--- src/pkg/uart_tx_consts.vh ---
// Constants for the serial transmit control block
// Assumes inclusion by bare name from design files
`ifndef UART_TX_CONSTS_VH
`define UART_TX_CONSTS_VH
`define OFF_MODE 8'h00
`define OFF_STATUS 8'h04
`define OFF_TXBUF 8'h08
`define OFF_BAUD 8'h0c
`define OFF_IRQ_STATUS 8'h10
`define OFF_IRQ_MASK 8'h14
`define BIT_POWER 7
`define BIT_TXEN 6
`define BIT_RXEN 5
`define BIT_PAR_HI 4
`define BIT_PAR_LO 3
`define BIT_BUF_FULL 1
`define BIT_SHIFTING 0
`define MODE_RESET 8'h00
`define BAUD_RESET 16'h0364
`define RESP_OKAY 2'b00
`define RESP_SLVERR 2'b10
`endif

--- src/logic/tx_shifter.v ---
// Frame shifter: start bit, 8 data bits LSB first, optional parity, stop bit
// Assumes baud_tick is a one-cycle enable from the parent divider
`include "uart_tx_consts.vh"
module tx_shifter (
  input wire sys_clk,
  input wire reset,
  input wire baud_tick,
  input wire load,
  input wire [7:0] data,
  input wire [1:0] parity_mode,
  input wire abort,
  output reg busy,
  output reg done,
  output reg txd
);
  reg [10:0] frame_reg;
  reg [3:0] left_reg;
  wire par_bit;
  assign par_bit = parity_mode[1] ? ~(^data) : (^data);
  always @(posedge sys_clk or posedge reset) begin
    if (reset) begin
      busy <= 1'b0;
      done <= 1'b0;
      txd <= 1'b1;
      frame_reg <= 11'h7ff;
      left_reg <= 4'h0;
    end else begin
      done <= 1'b0;
      if (abort) begin
        // Init during shift cuts the frame
        busy <= 1'b0;
        txd <= 1'b1;
        left_reg <= 4'h0;
      end else if (load) begin
        busy <= 1'b1;
        if (parity_mode == 2'b00) begin
          frame_reg <= {2'b11, data, 1'b0};
          left_reg <= 4'ha;
        end else begin
          frame_reg <= {1'b1, par_bit, data, 1'b0};
          left_reg <= 4'hb;
        end
      end else if (busy && baud_tick) begin
        txd <= frame_reg[0];
        frame_reg <= {1'b1, frame_reg[10:1]};
        left_reg <= left_reg - 4'h1;
        if (left_reg == 4'h0) begin
          busy <= 1'b0;
          txd <= 1'b1;
          done <= 1'b1;
        end
      end
    end
  end
endmodule // tx_shifter

--- src/logic/uart_tx_ctrl.v ---
// Serial transmit control: mode register, transmit buffer, status flags, interrupt
// Assumes an AXI4-Lite master on the same clock; txd goes to the remote node
// Behaviour
// Stop: clear enables, then clear power
// Start: set power, then set enables
// LIN use keeps parity select at zero
// Flags run 10, 11, 01 when streaming
// Software judges queueing by buffer-full only
// LIN: wait for status zero per byte
// Next byte only after buffer-full reads 0
// Write while full corrupts the pending byte
// Reinit only after interrupt and shifting 0
// Reinit during shift may corrupt frame
// Completion interrupt after every sent frame
// Software counts bytes to catch missed completions
// Full set on write, cleared on move
`include "uart_tx_consts.vh"
module uart_tx_ctrl #(
  parameter [15:0] BAUD_DIV_RESET = `BAUD_RESET
) (
  input wire sys_clk,
  input wire reset,
  input wire [7:0] s_axi_awaddr,
  input wire s_axi_awvalid,
  output wire s_axi_awready,
  input wire [31:0] s_axi_wdata,
  input wire [3:0] s_axi_wstrb,
  input wire s_axi_wvalid,
  output wire s_axi_wready,
  output reg [1:0] s_axi_bresp,
  output reg s_axi_bvalid,
  input wire s_axi_bready,
  input wire [7:0] s_axi_araddr,
  input wire s_axi_arvalid,
  output wire s_axi_arready,
  output reg [31:0] s_axi_rdata,
  output reg [1:0] s_axi_rresp,
  output reg s_axi_rvalid,
  input wire s_axi_rready,
  output wire txd,
  output wire irq
);
  reg [7:0] mode_reg;
  reg [7:0] buf_reg;
  reg buf_full_reg;
  reg [15:0] baud_div_reg;
  reg [15:0] baud_cnt_reg;
  reg [1:0] irq_status_reg;
  reg [1:0] irq_mask_reg;
  reg [7:0] aw_addr_reg;
  reg aw_held_reg;
  reg [31:0] w_data_reg;
  reg [3:0] w_strb_reg;
  reg w_held_reg;
  wire baud_tick;
  wire shifting;
  wire frame_done;
  wire tx_active;
  wire load;
  wire do_write;
  wire do_read;
  wire wr_mode;
  wire wr_buf;
  wire rd_irq;
  wire [7:0] status_val;
  reg [31:0] rd_val;
  reg rd_ok;
  reg wr_ok;
  reg tx_active_reg;
  wire wr_baud;
  wire wr_mask;
  wire drop_pending;
  wire shift_abort;
  wire [1:0] parity_mode;
  wire [1:0] irq_events;
  // Transmitter runs only with power and transmit enable both set
  assign tx_active = mode_reg[`BIT_POWER] & mode_reg[`BIT_TXEN];
  // Status byte: buffer full above shifting
  assign status_val = {6'h00, buf_full_reg, shifting};
  // Write channel: address and data captured in either order
  assign s_axi_awready = ~aw_held_reg & ~s_axi_bvalid;
  assign s_axi_wready = ~w_held_reg & ~s_axi_bvalid;
  assign do_write = aw_held_reg & w_held_reg & ~s_axi_bvalid;
  assign s_axi_arready = ~s_axi_rvalid;
  assign do_read = s_axi_arvalid & ~s_axi_rvalid;
  assign wr_mode = do_write & (aw_addr_reg == `OFF_MODE) & w_strb_reg[0];
  assign wr_buf = do_write & (aw_addr_reg == `OFF_TXBUF) & w_strb_reg[0];
  assign rd_irq = do_read & (s_axi_araddr == `OFF_IRQ_STATUS);
  assign wr_baud = do_write & (aw_addr_reg == `OFF_BAUD);
  assign wr_mask = do_write & (aw_addr_reg == `OFF_IRQ_MASK);
  // Enable just dropped: pending byte discarded
  assign drop_pending = tx_active_reg & ~tx_active;
  assign shift_abort = ~tx_active;
  // Parity select pair as the shifter sees it
  assign parity_mode = {mode_reg[`BIT_PAR_HI], mode_reg[`BIT_PAR_LO]};
  // Bit 1 byte moved to shifter, bit 0 frame done
  assign irq_events = {load, frame_done};
  // Buffered byte moves to the shifter once it is idle, power and transmit enable are both set and no buffer write falls in that cycle
  assign load = buf_full_reg & ~shifting & tx_active & ~wr_buf;
  assign baud_tick = (baud_cnt_reg == 16'h0000);
  // Level interrupt from masked sticky status
  assign irq = |(irq_status_reg & irq_mask_reg);
  always @* begin
    wr_ok = 1'b1;
    case (aw_addr_reg)
      `OFF_MODE, `OFF_TXBUF, `OFF_BAUD, `OFF_IRQ_MASK: wr_ok = 1'b1;
      default: wr_ok = 1'b0;
    endcase
  end
  // Read mux; unmapped offsets answer zero with an error
  always @* begin
    rd_val = 32'h00000000;
    rd_ok = 1'b1;
    case (s_axi_araddr)
      `OFF_MODE: rd_val = {24'h000000, mode_reg};
      `OFF_STATUS: rd_val = {24'h000000, status_val};
      `OFF_TXBUF: rd_val = {24'h000000, buf_reg};
      `OFF_BAUD: rd_val = {16'h0000, baud_div_reg};
      `OFF_IRQ_STATUS: rd_val = {30'h00000000, irq_status_reg};
      `OFF_IRQ_MASK: rd_val = {30'h00000000, irq_mask_reg};
      default: rd_ok = 1'b0;
    endcase
  end
  tx_shifter shifter (
    .sys_clk(sys_clk),
    .reset(reset),
    .baud_tick(baud_tick),
    .load(load),
    .data(buf_reg),
    .parity_mode(parity_mode),
    .abort(shift_abort),
    .busy(shifting),
    .done(frame_done),
    .txd(txd)
  );
  // Bus handshakes and responses
  always @(posedge sys_clk or posedge reset) begin
    if (reset) begin
      aw_addr_reg <= 8'h00;
      aw_held_reg <= 1'b0;
      w_data_reg <= 32'h00000000;
      w_strb_reg <= 4'h0;
      w_held_reg <= 1'b0;
      s_axi_bvalid <= 1'b0;
      s_axi_bresp <= `RESP_OKAY;
      s_axi_rvalid <= 1'b0;
      s_axi_rresp <= `RESP_OKAY;
      s_axi_rdata <= 32'h00000000;
    end else begin
      if (s_axi_awvalid && s_axi_awready) begin
        aw_addr_reg <= {s_axi_awaddr[7:2], 2'b00};
        aw_held_reg <= 1'b1;
      end
      if (s_axi_wvalid && s_axi_wready) begin
        w_data_reg <= s_axi_wdata;
        w_strb_reg <= s_axi_wstrb;
        w_held_reg <= 1'b1;
      end
      if (do_write) begin
        aw_held_reg <= 1'b0;
        w_held_reg <= 1'b0;
        s_axi_bvalid <= 1'b1;
        s_axi_bresp <= wr_ok ? `RESP_OKAY : `RESP_SLVERR;
      end else if (s_axi_bvalid && s_axi_bready) begin
        s_axi_bvalid <= 1'b0;
      end
      if (do_read) begin
        s_axi_rvalid <= 1'b1;
        s_axi_rdata <= rd_val;
        s_axi_rresp <= rd_ok ? `RESP_OKAY : `RESP_SLVERR;
      end else if (s_axi_rvalid && s_axi_rready) begin
        s_axi_rvalid <= 1'b0;
      end
    end
  end
  always @(posedge sys_clk or posedge reset) begin
    if (reset) begin
      mode_reg <= `MODE_RESET;
      buf_reg <= 8'h00;
      buf_full_reg <= 1'b0;
      baud_div_reg <= BAUD_DIV_RESET;
      baud_cnt_reg <= 16'h0000;
      irq_status_reg <= 2'b00;
      irq_mask_reg <= 2'b00;
    end else begin
      // Divider reloads on each tick and while stopped
      if (~tx_active || baud_tick) begin
        baud_cnt_reg <= baud_div_reg;
      end else begin
        baud_cnt_reg <= baud_cnt_reg - 16'h0001;
      end
      if (wr_mode) begin
        mode_reg <= w_data_reg[7:0];
      end
      if (wr_baud) begin
        baud_div_reg <= w_data_reg[15:0];
      end
      if (wr_mask) begin
        irq_mask_reg <= w_data_reg[1:0];
      end
      // Buffer write: overwrites a pending byte when already full
      if (wr_buf) begin
        buf_reg <= w_data_reg[7:0];
        buf_full_reg <= 1'b1;
      end else if (load) begin
        buf_full_reg <= 1'b0;
      end else if (drop_pending) begin
        buf_full_reg <= 1'b0;
      end
      // Set wins over read clear
      irq_status_reg <= (rd_irq ? 2'b00 : irq_status_reg) | irq_events;
    end
  end
  // Enable state one cycle back, for the drop pulse
  always @(posedge sys_clk or posedge reset) begin
    if (reset) begin
      tx_active_reg <= 1'b0;
    end else begin
      tx_active_reg <= tx_active;
    end
  end
endmodule // uart_tx_ctrl

--- config.mk ---
export PLATFORM = sky130hd
export DESIGN_NAME = uart_tx_ctrl
export DESIGN_NICKNAME = d
export VERILOG_FILES = /design/src/logic/tx_shifter.v /design/src/logic/uart_tx_ctrl.v
export VERILOG_INCLUDE_DIRS = /design/src /design/src/pkg
export SDC_FILE = /design/constraint.sdc
export NUM_CORES = 1
export LEC_CHECK = 0
export ABC_AREA = 1
export BUFFER_PORTS_ARGS = -buffer_cell sky130_fd_sc_hd__buf_2
export CAP_MARGIN = 20
export CORE_MARGIN = 10
export CORE_UTILIZATION = 56
export CTS_CLUSTER_DIAMETER = 200
export DETAILED_ROUTE_END_ITERATION = 6
export GPL_TIMING_DRIVEN = 1
export PLACE_DENSITY_LB_ADDON = 0.1
export SLEW_MARGIN = 10
export SYNTH_ARGS = -nofsm -noshare
export SYNTH_HDL_FRONTEND = slang
export SYNTH_SLANG_ARGS = --single-unit
--- constraint.sdc ---
create_clock -name sys_clk -period 4 [get_ports sys_clk]
set_input_delay 0.2 -clock sys_clk [delete_from_list [all_inputs] [get_ports sys_clk]]
set_output_delay 0.2 -clock sys_clk [all_outputs]
set_load 0.05 [all_outputs]
==> flow_summary.toml <==
[outcome]
status = "complete, no violations"

[grt]
grt_pass1_vias = 4625
grt_pass1_wl_um = 22500
antenna_found_initial = 0
gr-usage-all-layers = 0.193
grt_overflow = 0
grt_max_degree = 58

[timing]
finalSetupViolCount = 0
drv_slew = 0
post-route-min-period_ps = 1940
rsz0062_at_grt = "false"
post-route-period-util = 0.486
clock.fmax_mhz = 515
setup_tns_ps = 0
fin_skew_ps = 6.18
max_slew_margin = 0.344
worst_slack_ps = 2060
hold_violations = 0
worst_slew_pin_slew_ps = 982

[job]
cap_viol_max_count = 0

[cts]
cts_buffers = 17
clock_latency_ps = 520
clkSinkCount = 116
root_buffer = "clkbuf_8"
post_cts_buffers = 0
postCtsHoldBufs = 27
h-tree-depth = 4
tritoncts = "built"
clock_path_buffers = 2
post_cts_resize_count = 0
cts.clk_slew.worst_paths_ps = 60

[floorplanning]
placementRows = 36
ios = 102
die_h_um = 121
fp.dieArea_um2 = 14500
initial_core_util = 0.577
die_w_um = 121
design.core.area_um2 = 9820

[route]
ant_nets = 0
viasPerCell = 5.16
dr_total_vias = 4718
drc_errors = 0
drt_iter0_markers = 355
drt_pass1_iterations = 5
routedWlPerCell_um = 14.6
routed_wl_um = 13400

[synthesis]
ys_seq_elements = 116
synth_area_leaders = "dfrtp_1, nand2_1, dfstp_2"
yosysWarnings = 0
syn_area_um2 = 5660
netlist_instances = 681
ys_types = 40
syn_avg_cell_area_um2 = 8.31
yosysTopAreaCellShare = 0.442
ys_seq_area_frac = 0.516
async_flop_share = 1.00
yosysTopAreaCell = "dfrtp_1"
synth_edf_count = 0
synth_top_cells_by_count = "nand2_1, dfrtp_1, inv_1"
synth.most_common_cell = "nand2_1"
synth-main-ff-cell = "dfrtp_1"

[power]
p_leak_nw = 3.44
power.density_nw_per_um2 = 703
p_switching_w = 0.00177
finalPower_w = 0.00481
internal_power_w = 0.00304
switching_share = 0.368
clkPwrFrac = 0.315
pwr-share-comb = 0.313
ir_drop_uv = 506
p_seq_frac = 0.372

[finish]
fill_cells = 781
post_route_cells_drive_above_1_share = 0.191
area_delta_synth_final_pct = 21.0
fin_area_um2 = 6850
final_nets = 833
diodes = 0

[worst_setup_path]
critical_path.max_stage_delay_ps = 680
cp.arrival_ps = 2380
path_max_fanout = 21
cpMaxStageDelayCell = "inv_1"
worstSetupPathType = "register to register"
start_kind = "register"
cp-end-kind = "register"
required_ps = 4440
critical_path.cell_chain = "inv_1 -> nand2_1 -> inv_1 -> nand2_1 -> o21ai_0"

[worst_hold_path]
hp-class = "primary input to register"

[placed_design]
place_congestion = 0.855
io_buffer_count = 62
place_hpwl_um = 9440
placed_cell_area_um2 = 5980
dp_slack_ps = 2070
-- per-stage QoR --
stage,instances,util,hold slack [ps]
global route,915,0.697,25.8
detailed placement,858,0.609,363
finish,915,0.697,36.2
global placement,858,0.609,346
floorplan,698,-,296
CTS,915,0.697,22.7
-- power groups by stage --
stage                     sequential, W  combinational, W  clock [W]
after global routing            0.00183           0.00169    0.00160
after floorplan                 0.00177           0.00115          0
after global placement          0.00179           0.00141          0
final                           0.00179           0.00151    0.00151
after CTS                       0.00178           0.00150    0.00153
after detailed placement        0.00180           0.00146          0
-- final cells by class --
| type | count | area (um2) | share of cell area |
|---|---|---|---|
| clock buffer | 22 | 473 | 0.0691 |
| clock inverter | 8 | 125 | 0.0183 |
| inverter | 68 | 259 | 0.0378 |
| multi-input combinational | 477 | 2310 | 0.337 |
| sequential | 116 | 2920 | 0.427 |
| tap | 133 | 166 | 0.0243 |
| timing repair buffer | 91 | 596 | 0.0870 |
-- per-layer routing --
layer,GRT usage,share of wire,vias up
met2,0.294,0.45,146
li1,-,-,2322
met1,0.243,0.46,2235
met5,0,0,-
met3,0.0777,0.079,15
met4,0.0664,0.0097,0
-- worst max-delay path, delay by kind of cell (launching register included) --
kind | cells | cell delay, ps
buffers and inverters | 2 | 760
AO/OA/AOI/OAI | 1 | 180
AND/OR/NAND/NOR | 2 | 530
flip-flops | 1 | 380
-- worst paths after layout --
check / cells past startpoint / end / from / slack [ps]
max: 5 / s_axi_rdata[14]$_DFFE_PP0P_ / s_axi_rvalid$_DFFE_PP0P_ / 2060
min: 3 / s_axi_rresp[1]$_DFFE_PP0P_ / s_axi_araddr[3] / 40
max reg2reg: 5 / s_axi_rdata[14]$_DFFE_PP0P_ / s_axi_rvalid$_DFFE_PP0P_ / 2060
min reg2reg: 2 / shifter.frame_reg[0]$_DFFE_PP1P_ / shifter.frame_reg[0]$_DFFE_PP1P_ / 460
max in group asynchronous: 4 / baud_div_reg[6]$_DFFE_PP1P_ / reset / 2740
min in group asynchronous: 3 / baud_div_reg[12]$_DFFE_PP0P_ / reset / 340
-- cell families (layout without fill, tap and decap cells) --
family | count (synthesis) | after routing | synth area share
simple gates | 334 | 334 | 0.253
flops | 116 | 116 | 0.516
compound gates | 105 | 105 | 0.107
buf+inv | 105 | 189 | 0.0877
xor+xnor | 12 | 12 | 0.0186
mux | 5 | 5 | 0.00994
fa+ha+maj | 3 | 3 | 0.00663
other cells | 1 | 18 | 0.000662
-- cells in the final DEF, fill, tap and decap left out, types with 3 or more instances in the layout --
master and instances:
nand3b_1 3, nand4_1 4, xnor2_1 7, o21ai_1 27
buf_2 62, bufinv_16 3, mux2_2 5, inv_2 3
dfstp_2 16, dfrtp_1 100, nor2_2 6, nor3_1 5
dlygate4sd3_1 27, nand2_1 208, ha_1 3, clkbuf_16 16
o21ai_2 9, nand3_1 30, clkinv_2 3, nand2_2 5
xor2_1 5, nor2_1 61, a31oi_1 3, a21oi_1 21
clkbuf_8 5, nor2_4 4, o211ai_1 6, conb_1 18
inv_1 63, o21ai_0 34
Note: power is estimated with default switching activity, not from simulation.
